--- config.mk ---
export PLATFORM = sky130hd
export DESIGN_NAME = gtfs_status_bank
export DESIGN_NICKNAME = d
export VERILOG_FILES = /design/src/logic/gtfs_pkg.sv /design/src/logic/gtfs_status_bank.sv
export SDC_FILE = /design/constraint.sdc
export NUM_CORES = 1
export LEC_CHECK = 0
export ABC_AREA = 0
export BUFFER_PORTS_ARGS = -buffer_cell sky130_fd_sc_hd__buf_2
export CAP_MARGIN = 30
export CORE_MARGIN = 2
export CORE_UTILIZATION = 48
export DETAILED_ROUTE_END_ITERATION = 8
export PLACE_DENSITY = 0.86
export SYNTH_ARGS = -nofsm -noshare
export SYNTH_HDL_FRONTEND = slang
export SYNTH_SLANG_ARGS = --single-unit
--- constraint.sdc ---
create_clock -name pclk -period 1.7 [get_ports pclk]
set_input_delay 0.34 -clock pclk [delete_from_list [all_inputs] [get_ports pclk]]
set_output_delay 0.34 -clock pclk [all_outputs]
set_load 0.05 [all_outputs]
--- src/logic/gtfs_pkg.sv ---
// Package for the pin edge and temperature fault status bank.
// Assumes a 32-bit APB slave; each register is one aligned word.
package gtfs_pkg;
	// ----------------------------------------
	// Register map
	// ----------------------------------------
	// Printed offsets are not all multiples of four: they are word indices
	localparam logic [7:0] GTFS_IDX_GPIO_STS = 8'h1f;
	localparam logic [7:0] GTFS_IDX_TEMP_FLT = 8'h20;
	localparam int GTFS_ADDR_W = 12;
	localparam logic [GTFS_ADDR_W-1:0] GTFS_ADDR_GPIO_STS = {2'h0, GTFS_IDX_GPIO_STS, 2'h0};
	localparam logic [GTFS_ADDR_W-1:0] GTFS_ADDR_TEMP_FLT = {2'h0, GTFS_IDX_TEMP_FLT, 2'h0};
	// ----------------------------------------
	// Field layout
	// ----------------------------------------
	localparam int GTFS_NCH = 7;
	localparam int GTFS_LO_LSB = 0;
	localparam int GTFS_HI_LSB = 8;
	localparam logic [15:0] GTFS_RESET_VAL = 16'h0000;
	// ----------------------------------------
	// Carrier types
	// ----------------------------------------
	typedef struct packed {
		logic [GTFS_NCH-1:0] over;
		logic [GTFS_NCH-1:0] under;
	} gtfs_temp_t;
	typedef struct packed {
		logic [GTFS_NCH-1:0] rise_flag;
		logic [GTFS_NCH-1:0] level_prev;
		gtfs_temp_t temp;
		logic [31:0] prdata;
		logic pready;
		logic pslverr;
	} gtfs_state_t;
	typedef enum logic [1:0] {
		GTFS_IDLE = 2'b01,
		GTFS_DONE = 2'b10
	} gtfs_phase_t;
endpackage : gtfs_pkg

--- src/logic/gtfs_status_bank.sv ---
// Pin rise latch and temperature fault status registers behind APB.
// Assumes pin levels and fault detect strobes are synchronous to pclk.
//
// Overview of operation
// Latch sticky rise flag per pin
// Flag reads 0 until high seen
// Write 0 clears flag, 1 keeps
// Reset clears all sticky flags
// Set under-temp flag on detected fault
// Later conversion sets flag again if persisting
// Low bits give live pin level
`timescale 1ns/1ps
module gtfs_status_bank
	import gtfs_pkg::*;
#(
	parameter int NCH = GTFS_NCH
)
(
	input wire logic pclk,
	input wire logic presetn,
	input wire logic psel,
	input wire logic penable,
	input wire logic pwrite,
	input wire logic [GTFS_ADDR_W-1:0] paddr,
	input wire logic [31:0] pwdata,
	output logic [31:0] prdata,
	output logic pready,
	output logic pslverr,
	input wire logic [GTFS_NCH-1:0] pin_live_level,
	input wire logic [GTFS_NCH-1:0] under_temp_detect,
	input wire logic [GTFS_NCH-1:0] over_temp_detect
);
	gtfs_state_t st;
	gtfs_state_t next_st;
	gtfs_phase_t phase;
	logic [GTFS_NCH-1:0] rise;
	logic setup;
	logic access;
	logic hit_gpio;
	logic hit_temp;
	logic rd_gpio;
	logic rd_temp;
	logic wr_gpio;
	logic wr_temp;

	// ----------------------------------------
	// Elaboration checks
	// ----------------------------------------
	if (NCH != GTFS_NCH) begin : g_bad_nch
		$error("channel count must match the register layout");
	end
	if (GTFS_LO_LSB + NCH > GTFS_HI_LSB) begin : g_overlap
		$error("low and high fields overlap");
	end

	// ----------------------------------------
	// Decode helpers
	// ----------------------------------------
	// Full address match, unused low bits included
	function automatic logic addr_hit(input logic [GTFS_ADDR_W-1:0] addr,
		input logic [GTFS_ADDR_W-1:0] target);
		return addr == target;
	endfunction : addr_hit

	// ----------------------------------------
	// Transfer phase
	// ----------------------------------------
	// Access phase coincides with the registered ready pulse
	assign phase = st.pready ? GTFS_DONE : GTFS_IDLE;

	always_comb begin
		access = 1'b0;
		case (phase)
			GTFS_IDLE: begin
				access = 1'b0;
			end
			GTFS_DONE: begin
				access = psel && penable;
			end
			default: begin
				access = 1'b0;
			end
		endcase
	end

	function automatic logic [GTFS_NCH-1:0] zero_write_clear(input logic [GTFS_NCH-1:0] flag,
		input logic [GTFS_NCH-1:0] set, input logic [GTFS_NCH-1:0] wdata, input logic wr);
		logic [GTFS_NCH-1:0] kept;
		kept = wr ? (flag & wdata) : flag;
		return kept | set;
	endfunction : zero_write_clear

	// ----------------------------------------
	// Next state
	// ----------------------------------------
	always_comb begin
		next_st = st;
		setup = psel && !penable;
		rise = pin_live_level & ~st.level_prev;
		hit_gpio = addr_hit(paddr, GTFS_ADDR_GPIO_STS);
		hit_temp = addr_hit(paddr, GTFS_ADDR_TEMP_FLT);
		rd_gpio = setup && !pwrite && hit_gpio;
		rd_temp = setup && !pwrite && hit_temp;
		// Writes land at the edge that ends the access phase
		wr_gpio = access && pwrite && hit_gpio;
		wr_temp = access && pwrite && hit_temp;
		next_st.level_prev = pin_live_level;
		// Set wins over a simultaneous clear
		next_st.rise_flag = zero_write_clear(st.rise_flag, rise,
			pwdata[GTFS_HI_LSB +: GTFS_NCH], wr_gpio);
		next_st.temp.under = zero_write_clear(st.temp.under, under_temp_detect,
			pwdata[GTFS_LO_LSB +: GTFS_NCH], wr_temp);
		next_st.temp.over = zero_write_clear(st.temp.over, over_temp_detect,
			pwdata[GTFS_HI_LSB +: GTFS_NCH], wr_temp);
		next_st.pready = setup;
		next_st.pslverr = 1'b0;
		next_st.prdata = '0;
		if (rd_gpio) begin
			next_st.prdata[GTFS_HI_LSB +: GTFS_NCH] = st.rise_flag;
			next_st.prdata[GTFS_LO_LSB +: GTFS_NCH] = pin_live_level;
		end else if (rd_temp) begin
			next_st.prdata[GTFS_HI_LSB +: GTFS_NCH] = st.temp.over;
			next_st.prdata[GTFS_LO_LSB +: GTFS_NCH] = st.temp.under;
		end else if (setup && !hit_gpio && !hit_temp) begin
			// Unmapped: read as zero, write dropped
			next_st.pslverr = 1'b1;
		end
	end

	always_ff @(posedge pclk or negedge presetn) begin
		if (!presetn) begin
			st <= '0;
		end else begin
			st <= next_st;
		end
	end

	assign prdata = st.prdata;
	assign pready = st.pready;
	assign pslverr = st.pslverr;

	// ----------------------------------------
	// Checks
	// ----------------------------------------
	rise_sets_flag_a: assert property (@(posedge pclk) disable iff (!presetn)
		(pin_live_level[0] && !st.level_prev[0]) |=> st.rise_flag[0])
		else $error("rise not latched");
	flag_needs_high_a: assert property (@(posedge pclk) disable iff (!presetn)
		$rose(st.rise_flag[0]) |-> $past(pin_live_level[0]))
		else $error("flag set without high");
	zero_clears_a: assert property (@(posedge pclk) disable iff (!presetn)
		(wr_gpio && !pwdata[GTFS_HI_LSB] && !rise[0]) |=> !st.rise_flag[0])
		else $error("clear failed");
	one_keeps_a: assert property (@(posedge pclk) disable iff (!presetn)
		(wr_temp && pwdata[GTFS_LO_LSB] && st.temp.under[0]) |=> st.temp.under[0])
		else $error("flag lost");
	reset_clears_a: assert property (@(posedge pclk)
		!presetn |-> (st.rise_flag == '0) && ({1'b0, st.temp.over, 1'b0, st.temp.under} == GTFS_RESET_VAL))
		else $error("reset value wrong");
	under_sets_a: assert property (@(posedge pclk) disable iff (!presetn)
		under_temp_detect[0] |=> st.temp.under[0])
		else $error("under temp not set");
	reset_again_a: assert property (@(posedge pclk) disable iff (!presetn)
		(wr_temp && under_temp_detect[1]) |=> st.temp.under[1])
		else $error("persist lost");
	live_level_a: assert property (@(posedge pclk) disable iff (!presetn)
		(setup && !pwrite && hit_gpio) |=> pready
		&& (prdata[GTFS_LO_LSB +: GTFS_NCH] == $past(pin_live_level)))
		else $error("level wrong");

	// ----------------------------------------
	// Register bus checks
	// ----------------------------------------
	ready_once_a: assert property (@(posedge pclk) disable iff (!presetn)
		pready |=> !pready)
		else $error("ready held too long");
	ready_follows_a: assert property (@(posedge pclk) disable iff (!presetn)
		setup |=> pready)
		else $error("setup not answered");
	idle_zero_a: assert property (@(posedge pclk) disable iff (!presetn)
		!pready |-> (prdata == '0) && !pslverr)
		else $error("bus outputs not idle");
	error_zero_a: assert property (@(posedge pclk) disable iff (!presetn)
		pslverr |-> pready && (prdata == '0))
		else $error("error reply with data");
	write_zero_a: assert property (@(posedge pclk) disable iff (!presetn)
		(setup && pwrite) |=> (prdata == '0))
		else $error("write returned data");
	addr_err_a: assert property (@(posedge pclk) disable iff (!presetn)
		(setup && !hit_gpio && !hit_temp) |=> pslverr)
		else $error("unmapped address accepted");
	addr_good_a: assert property (@(posedge pclk) disable iff (!presetn)
		(setup && (hit_gpio || hit_temp)) |=> !pslverr)
		else $error("mapped address refused");

	// ----------------------------------------
	// Per channel checks
	// ----------------------------------------
	for (genvar ch = 0; ch < GTFS_NCH; ch++) begin : g_chan_chk
		// Pin edge flags
		chan_rise_a: assert property (@(posedge pclk) disable iff (!presetn)
			(pin_live_level[ch] && !st.level_prev[ch]) |=> st.rise_flag[ch])
			else $error("pin rise not latched");
		chan_no_rise_a: assert property (@(posedge pclk) disable iff (!presetn)
			(!st.rise_flag[ch] && !rise[ch]) |=> !st.rise_flag[ch])
			else $error("flag set without rise");
		chan_gpio_clear_a: assert property (@(posedge pclk) disable iff (!presetn)
			(wr_gpio && !pwdata[GTFS_HI_LSB + ch] && !rise[ch]) |=> !st.rise_flag[ch])
			else $error("pin flag not cleared");
		chan_gpio_keep_a: assert property (@(posedge pclk) disable iff (!presetn)
			(wr_gpio && pwdata[GTFS_HI_LSB + ch] && st.rise_flag[ch]) |=> st.rise_flag[ch])
			else $error("pin flag lost on write one");
		chan_set_wins_a: assert property (@(posedge pclk) disable iff (!presetn)
			(wr_gpio && rise[ch]) |=> st.rise_flag[ch])
			else $error("clear beat a rise");
		chan_rise_hold_a: assert property (@(posedge pclk) disable iff (!presetn)
			(st.rise_flag[ch] && !wr_gpio) |=> st.rise_flag[ch])
			else $error("pin flag not sticky");
		chan_gpio_other_a: assert property (@(posedge pclk) disable iff (!presetn)
			(wr_temp && st.rise_flag[ch]) |=> st.rise_flag[ch])
			else $error("pin flag hit by other write");
		chan_prev_track_a: assert property (@(posedge pclk) disable iff (!presetn)
			pin_live_level[ch] |=> st.level_prev[ch])
			else $error("previous level not kept");
		chan_prev_low_a: assert property (@(posedge pclk) disable iff (!presetn)
			!pin_live_level[ch] |=> !st.level_prev[ch])
			else $error("previous level stuck high");
		// Temperature flags
		chan_under_set_a: assert property (@(posedge pclk) disable iff (!presetn)
			under_temp_detect[ch] |=> st.temp.under[ch])
			else $error("under temp not set");
		chan_over_set_a: assert property (@(posedge pclk) disable iff (!presetn)
			over_temp_detect[ch] |=> st.temp.over[ch])
			else $error("over temp not set");
		chan_under_clear_a: assert property (@(posedge pclk) disable iff (!presetn)
			(wr_temp && !pwdata[GTFS_LO_LSB + ch] && !under_temp_detect[ch]) |=> !st.temp.under[ch])
			else $error("under flag not cleared");
		chan_over_clear_a: assert property (@(posedge pclk) disable iff (!presetn)
			(wr_temp && !pwdata[GTFS_HI_LSB + ch] && !over_temp_detect[ch]) |=> !st.temp.over[ch])
			else $error("over flag not cleared");
		chan_under_keep_a: assert property (@(posedge pclk) disable iff (!presetn)
			(st.temp.under[ch] && !(wr_temp && !pwdata[GTFS_LO_LSB + ch])) |=> st.temp.under[ch])
			else $error("under flag not sticky");
		chan_over_keep_a: assert property (@(posedge pclk) disable iff (!presetn)
			(st.temp.over[ch] && !(wr_temp && !pwdata[GTFS_HI_LSB + ch])) |=> st.temp.over[ch])
			else $error("over flag not sticky");
		chan_under_other_a: assert property (@(posedge pclk) disable iff (!presetn)
			(wr_gpio && st.temp.under[ch]) |=> st.temp.under[ch])
			else $error("under flag hit by other write");
		chan_over_other_a: assert property (@(posedge pclk) disable iff (!presetn)
			(wr_gpio && st.temp.over[ch]) |=> st.temp.over[ch])
			else $error("over flag hit by other write");
		chan_under_persist_a: assert property (@(posedge pclk) disable iff (!presetn)
			(wr_temp && under_temp_detect[ch]) |=> st.temp.under[ch])
			else $error("under fault not set again");
		chan_over_persist_a: assert property (@(posedge pclk) disable iff (!presetn)
			(wr_temp && over_temp_detect[ch]) |=> st.temp.over[ch])
			else $error("over fault not set again");
		chan_under_only_a: assert property (@(posedge pclk) disable iff (!presetn)
			$rose(st.temp.under[ch]) |-> $past(under_temp_detect[ch]))
			else $error("under flag set without fault");
		chan_over_only_a: assert property (@(posedge pclk) disable iff (!presetn)
			$rose(st.temp.over[ch]) |-> $past(over_temp_detect[ch]))
			else $error("over flag set without fault");
		// Read data
		chan_level_read_a: assert property (@(posedge pclk) disable iff (!presetn)
			rd_gpio |=> (prdata[GTFS_LO_LSB + ch] == $past(pin_live_level[ch])))
			else $error("live level read wrong");
		chan_flag_read_a: assert property (@(posedge pclk) disable iff (!presetn)
			rd_gpio |=> (prdata[GTFS_HI_LSB + ch] == $past(st.rise_flag[ch])))
			else $error("pin flag read wrong");
		chan_under_read_a: assert property (@(posedge pclk) disable iff (!presetn)
			rd_temp |=> (prdata[GTFS_LO_LSB + ch] == $past(st.temp.under[ch])))
			else $error("under flag read wrong");
		chan_over_read_a: assert property (@(posedge pclk) disable iff (!presetn)
			rd_temp |=> (prdata[GTFS_HI_LSB + ch] == $past(st.temp.over[ch])))
			else $error("over flag read wrong");
		chan_reset_a: assert property (@(posedge pclk)
			!presetn |-> !st.rise_flag[ch] && !st.temp.under[ch] && !st.temp.over[ch])
			else $error("channel not reset");
	end

	// ----------------------------------------
	// Coverage
	// ----------------------------------------
	read_gpio_c: cover property (@(posedge pclk) disable iff (!presetn)
		pready && st.prdata[GTFS_HI_LSB] );
	clear_temp_c: cover property (@(posedge pclk) disable iff (!presetn) wr_temp && st.temp.under != '0);
	bad_addr_c: cover property (@(posedge pclk) disable iff (!presetn) pslverr);
	rise_latch_c: cover property (@(posedge pclk) disable iff (!presetn) $rose(st.rise_flag[0]));
	persist_set_c: cover property (@(posedge pclk) disable iff (!presetn)
		wr_temp && (under_temp_detect != '0));
endmodule : gtfs_status_bank

==> results.toml, run 1 <==
[outcome]
status = "complete, no violations"

[grt]
grt.total_usage = 0.1912
gr-total-overflow = 0
grt_first_pass_wirelength_mm = 6.292
grt_pass1_vias = 1425
grt_max_degree = 27
antenna_found_initial = 0

[placement]
dpl.hpwl_mm = 2.879
gp_congestion = 0.7765
dp_cells = 293
io_buffers = 67

[route]
wl_per_cell_um = 13.19
ant_nets = 0
drt_iter0_drc = 119
drc = 0
wirelength_mm = 3.982
vias = 1488
avgViaCountPerCell = 4.927
drt-pass1-iter-count = 4

[critical_path]
cpPeakStageDelay_ns = 0.54
start_kind = "primary input"
r2r_setup_slack_ns = 0.53
arrival_ns = 1.64
crit_path_cell_trace = "buf_2 -> or4b_4 -> nor3_4 -> and2b_2 -> a21oi_1"
crit_path_max_fanout = 14
worstSetupPathType = "primary input to flop"
cp_num_buf_inv = 1
crit_slowest_cell = "or4b_4"
rr_endpoint = "st[55]$_DFF_PN0_"
critPathTopFamily = "simple AND/OR/NAND/NOR gates"
r2r_start = "pready$_DFF_PN0_"
endpoint_kind = "flop"
cp.required_ns = 1.87
worstRegToRegCells = 4

[die]
fp.dieArea_um2 = 4609
fp-row-count = 23
start_util = 0.4934
ios = 104
die_h_um = 67.89
die_w_um = 67.89
core_um2 = 3971

[final_layout]
drive_gt1_frac = 0.3373
seq_area_um2 = 1101
multi_input_area_um2 = 618.1
antennaDiodeCount = 0
num-fill-cells = 339
fin_cells = 302
utilization = 0.5876
nNetsFinal = 321
area_growth_syn_to_layout_pct = 19.09

[synth]
yosys_warnings = 0
synth_cell_type_count = 23
ys_seq_area_frac = 0.5619
syn-cell-area_um2 = 1959
syn_area_per_cell_um2 = 10.31
ys_seq_elements = 44
syn_inst = 190

[cts]
cts_buffers = 5
root_buffer = "clkbuf_8"
h-tree-depth = 2
path_clk_slew_ns = 0.08
ctsResizeCount = 0
clock-sinks = 44
clk_path_buf_depth = 2
cts_tree = "done"
insertion_delay_ns = 0.30

[job]
cap_viol_max_count = 0

[hold_path]
hold_path.class = "primary input to flop"
hold_depth = 1
min_from = "pin_live_level[2]"
min_to = "st[50]$_DFF_PN0_"

[power_and_ir_drop]
cellLeakagePower_nw = 1.073
p_total_w = 0.002060
power_density_nw_per_um2 = 882.6
ir_drop_mv = 0.5855

[sta]
hold_ws_ns = 0.1651
hold_viol_final = 0
period_share = 0.8632
fin_tns_setup_ns = 0
rsz0062_at_grt = "false"
setup-violations-final = 0
fmax_mhz = 681.5
slew_violations = 0
clock_skew_ns = 0.008122
timing.final.crit_period_ns = 1.467
==> worst register-to-register path, stage by stage, from the launching register on <==
cell and delay, ns:
dfrtp_1 0.36, nand4_1 0.10, buf_4 0.22, o31ai_1 0.25, o21ai_0 0.12
==> layout by cell type, fill, tap and decap left out <==
master         synthesis  routed
o31ai_1                7       7
and2_0                 1       1
nor3_4                 1       1
nor2b_1                2       2
nand4_1                2       2
o21ai_0                7       7
nor2_1                30      30
nor4_1                 1       1
and2b_2                1       1
clkbuf_1               5       1
conb_1                 1      18
buf_4                 33       7
nor3_1                14      14
buf_2                  0      67
o21a_1                 1       1
dlygate4sd3_1          0       1
inv_1                  7       7
dfrtp_1               44      44
a22oi_1               14      14
a21oi_1               14      14
clkinv_2               0       1
nand4b_1               1       1
clkbuf_8               0       5
nand2_1                1       1
buf_12                 0       1
bufinv_16              0       1
and4_1                 1       1
or4b_4                 1       1
==> cells by family (layout without fill, tap and decap cells) <==
group | after synthesis | in the layout | synth area share
AO/OA/AOI/OAI | 43 | 43 | 0.1379
flip-flops | 44 | 44 | 0.5619
AND/OR/NAND/NOR | 56 | 56 | 0.1430
other | 1 | 18 | 0.001914
buffers and inverters | 46 | 91 | 0.1552
==> repair_timing <==
| item | CTS | global route |
|---|---|---|
| buffers inserted | 0 | 0 |
| hold buffers | 1 | 0 |
| endpoints found under the hold margin | 18 | 0 |
==> report_power, final <==
| part | internal [W] | total, W | switching, W |
|---|---|---|---|
| registers | 0.00106 | 0.00106 | 0.00000277 |
| logic | 0.0000612 | 0.000222 | 0.000161 |
| clock network | 0.000436 | 0.000778 | 0.000342 |
==> state kept, by name, indices dropped and copies added, names as in the netlist <==
register / cells
pready: 1
pslverr: 1
st: 28
prdata: 14
==> synth_stat cells <==
cell type   n  area (um^2)
a21oi_1    14        70.07
a22oi_1    14        105.1
and2_0      1        6.260
and2b_2     1        8.760
and4_1      1        8.760
buf_4      33        247.7
buf_6       1        11.26
clkbuf_1    5        18.77
conb_1      1        3.750
dfrtp_1    44         1101
inv_1       7        26.28
nand2_1     1        3.750
nand4_1     2        12.51
nand4b_1    1        8.760
nor2_1     30        112.6
nor2b_1     2        12.51
nor3_1     14        70.07
nor3_4      1        16.27
nor4_1      1        6.260
o21a_1      1        7.510
o21ai_0     7        35.03
o31ai_1     7        52.55
or4b_4      1        13.76
==> area by class of cell <==
type | count | share of cell area
multi-input combinational | 117 | 0.2649
timing repair buffer | 76 | 0.1791
clock buffer | 6 | 0.03110
inverter | 7 | 0.01126
sequential | 44 | 0.4719
tap | 50 | 0.02681
clock inverter | 2 | 0.01501
==> layer usage <==
layer / track usage / wire (um)
met1: 0.2289 / 1634
met2: 0.3137 / 1997
met3: 0.05099 / 248
met4: 0.1050 / 102
met5: 0 / 0
==> through the flow <==
stage          area, um^2  worst slack, ns
2_1_floorplan        2023          0.09851
3_3_place_gp         2216         -0.05546
3_5_place_dp         2216         -0.08721
4_1_cts              2333           0.2371
5_1_grt              2333           0.1719
6_report             2333           0.2326
==> worst max-delay path by stage <==
stage | start | slack, ns | end | cells past startpoint
2_1_floorplan | paddr[5] | 0.1 | st[36]$_DFF_PN0_ | 5
3_3_place_gp | paddr[5] | -0.06 | st[47]$_DFF_PN0_ | 5
3_5_place_dp | paddr[5] | -0.09 | st[39]$_DFF_PN0_ | 5
4_1_cts | paddr[5] | 0.24 | st[39]$_DFF_PN0_ | 5
5_1_grt | paddr[5] | 0.17 | st[40]$_DFF_PN0_ | 5
6_report | paddr[5] | 0.23 | st[39]$_DFF_PN0_ | 5
Power figures use the tool's default switching activity.
==> run 2: changes to the inputs <==
CORE_UTILIZATION = 30   (was 48)
PLACE_DENSITY = 0.58   (was 0.86)
SLEW_MARGIN = 20   (was unset)
clock period = 1.85 ns   (was 1.7 ns; I/O delays follow)
==> results.toml, run 2 (synthesis gave the netlist of run 1 again) <==
[critical_path]
crit_path_max_fanout = 14
worstSetupPathType = "primary input to flop"
worstRegToRegCells = 4
arrival_ns = 1.68
endpoint_kind = "flop"
cp.required_ns = 2.01
start_kind = "primary input"

[final_layout]
nNetsFinal = 319
num-fill-cells = 632
drive_gt1_frac = 0.3320
layout_common_cells = "buf_2 (67), dfrtp_1 (44), nor2_1 (30), conb_1 (18)"
layout_commonest_cell = "buf_2"
antennaDiodeCount = 0
multi_input_area_um2 = 618.1
area_growth_syn_to_layout_pct = 17.94
fin_cells = 324
largest_reg_flops = 28
top_register = "st"
seq_area_um2 = 1101

[placement]
gp_congestion = 0.7448
io_buffers = 67
dp_cells = 319
dpl.hpwl_mm = 3.175

[sta]
slew_headroom = 0.6684
slew_violations = 0
worst_slew_pin_slew_ns = 0.4928
rsz0062_at_grt = "false"
fmax_mhz = 657.4
setup-violations-final = 0
hold_viol_final = 0
period_share = 0.8223
fin_tns_setup_ns = 0
timing.final.crit_period_ns = 1.521
clock_skew_ns = 0.006087

[cts]
insertion_delay_ns = 0.29
root_buffer = "clkbuf_8"
h-tree-depth = 2
cts_tree = "done"
post-cts-setup-buffers = 0
path_clk_slew_ns = 0.07
clk_path_buf_depth = 2
clock-sinks = 44
ctsResizeCount = 0
hold_buffers = 0
cts_buffers = 5

[job]
cap_viol_max_count = 0

[die]
ios = 104
die_h_um = 84.82
fp.dieArea_um2 = 7194
core_um2 = 6350
die_w_um = 84.82
start_util = 0.3086
fp-row-count = 29

[power_and_ir_drop]
power_density_nw_per_um2 = 735.6
ir_drop_mv = 0.3537
cellLeakagePower_nw = 1.044
p_total_w = 0.001700

[grt]
grt.total_usage = 0.1286
grt_max_degree = 28
antenna_found_initial = 0
grt_first_pass_wirelength_mm = 7.189
grt_pass1_vias = 1499
gr-total-overflow = 0

[outcome]
status = "complete, no violations"

[route]
wirelength_mm = 4.323
drt_iter0_drc = 73
ant_nets = 0
wl_per_cell_um = 13.34
vias = 1461
avgViaCountPerCell = 4.509
drc = 0
drt-pass1-iter-count = 4

[hold_path]
hold_path.class = "primary input to asynchronous set/reset pin"
==> run 2: changes by cell type in the layout (fill, tap and decap cells not counted), sizes merged <==
cell,change
clkinv,-1
buf,-1
dlygate4sd3,-1
clkbuf,-1
bufinv,-1
==> run 2: critical path, stage by stage <==
cell and delay (ns):
buf_2 0.10, or4b_4 0.54, nor3_4 0.16, and2b_2 0.39, a21oi_1 0.11
==> run 2: per-stage QoR <==
stage          cell area, um^2  setup slack (ns)    util  hold slack, ns
3_3_place_gp              2242           0.05876  0.3531          0.3390
3_5_place_dp              2242           0.01042  0.3531          0.3331
5_1_grt                   2311            0.2400  0.3639         0.02253
4_1_cts                   2311            0.3244  0.3639         0.01497
2_1_floorplan             2023            0.2185       -         0.07441
6_report                  2311            0.3288  0.3639        0.005691
==> run 2: routing by layer <==
metal  up-vias  GRT usage  wire length (um)
met3         5    0.04475               252
met5         -          0                 0
met1       693     0.1596              1878
met4         0    0.04329                50
li1        715          -                 -
met2        48     0.2105              2142
==> run 2: area by class of cell <==
type	instances	area share
inverter	7	0.01137
timing repair buffer	74	0.1733
clock buffer	5	0.02978
multi-input combinational	117	0.2675
sequential	44	0.4764
tap	77	0.04169
==> run 2: where the power goes <==
| group | switching, W | leakage (nW) | internal (W) |
|---|---|---|---|
| clock network | 0.000280 | 0.0359 | 0.000243 |
| logic | 0.000149 | 0.521 | 0.0000542 |
| registers | 0.00000250 | 0.487 | 0.000971 |
==> run 2: final timing paths <==
kind,startpoint,endpoint,slack [ns]
setup / recovery,paddr[5],st[40]$_DFF_PN0_,0.33
hold / removal,presetn,prdata[10]$_DFF_PN0_,0.006
setup reg to reg,pready$_DFF_PN0_,st[58]$_DFF_PN0_,0.69
hold reg to reg,st[49]$_DFF_PN0_,st[56]$_DFF_PN0_,0.42
max in group asynchronous,presetn,st[59]$_DFF_PN0_,1.36
min in group pclk,pin_live_level[5],st[53]$_DFF_PN0_,0.21
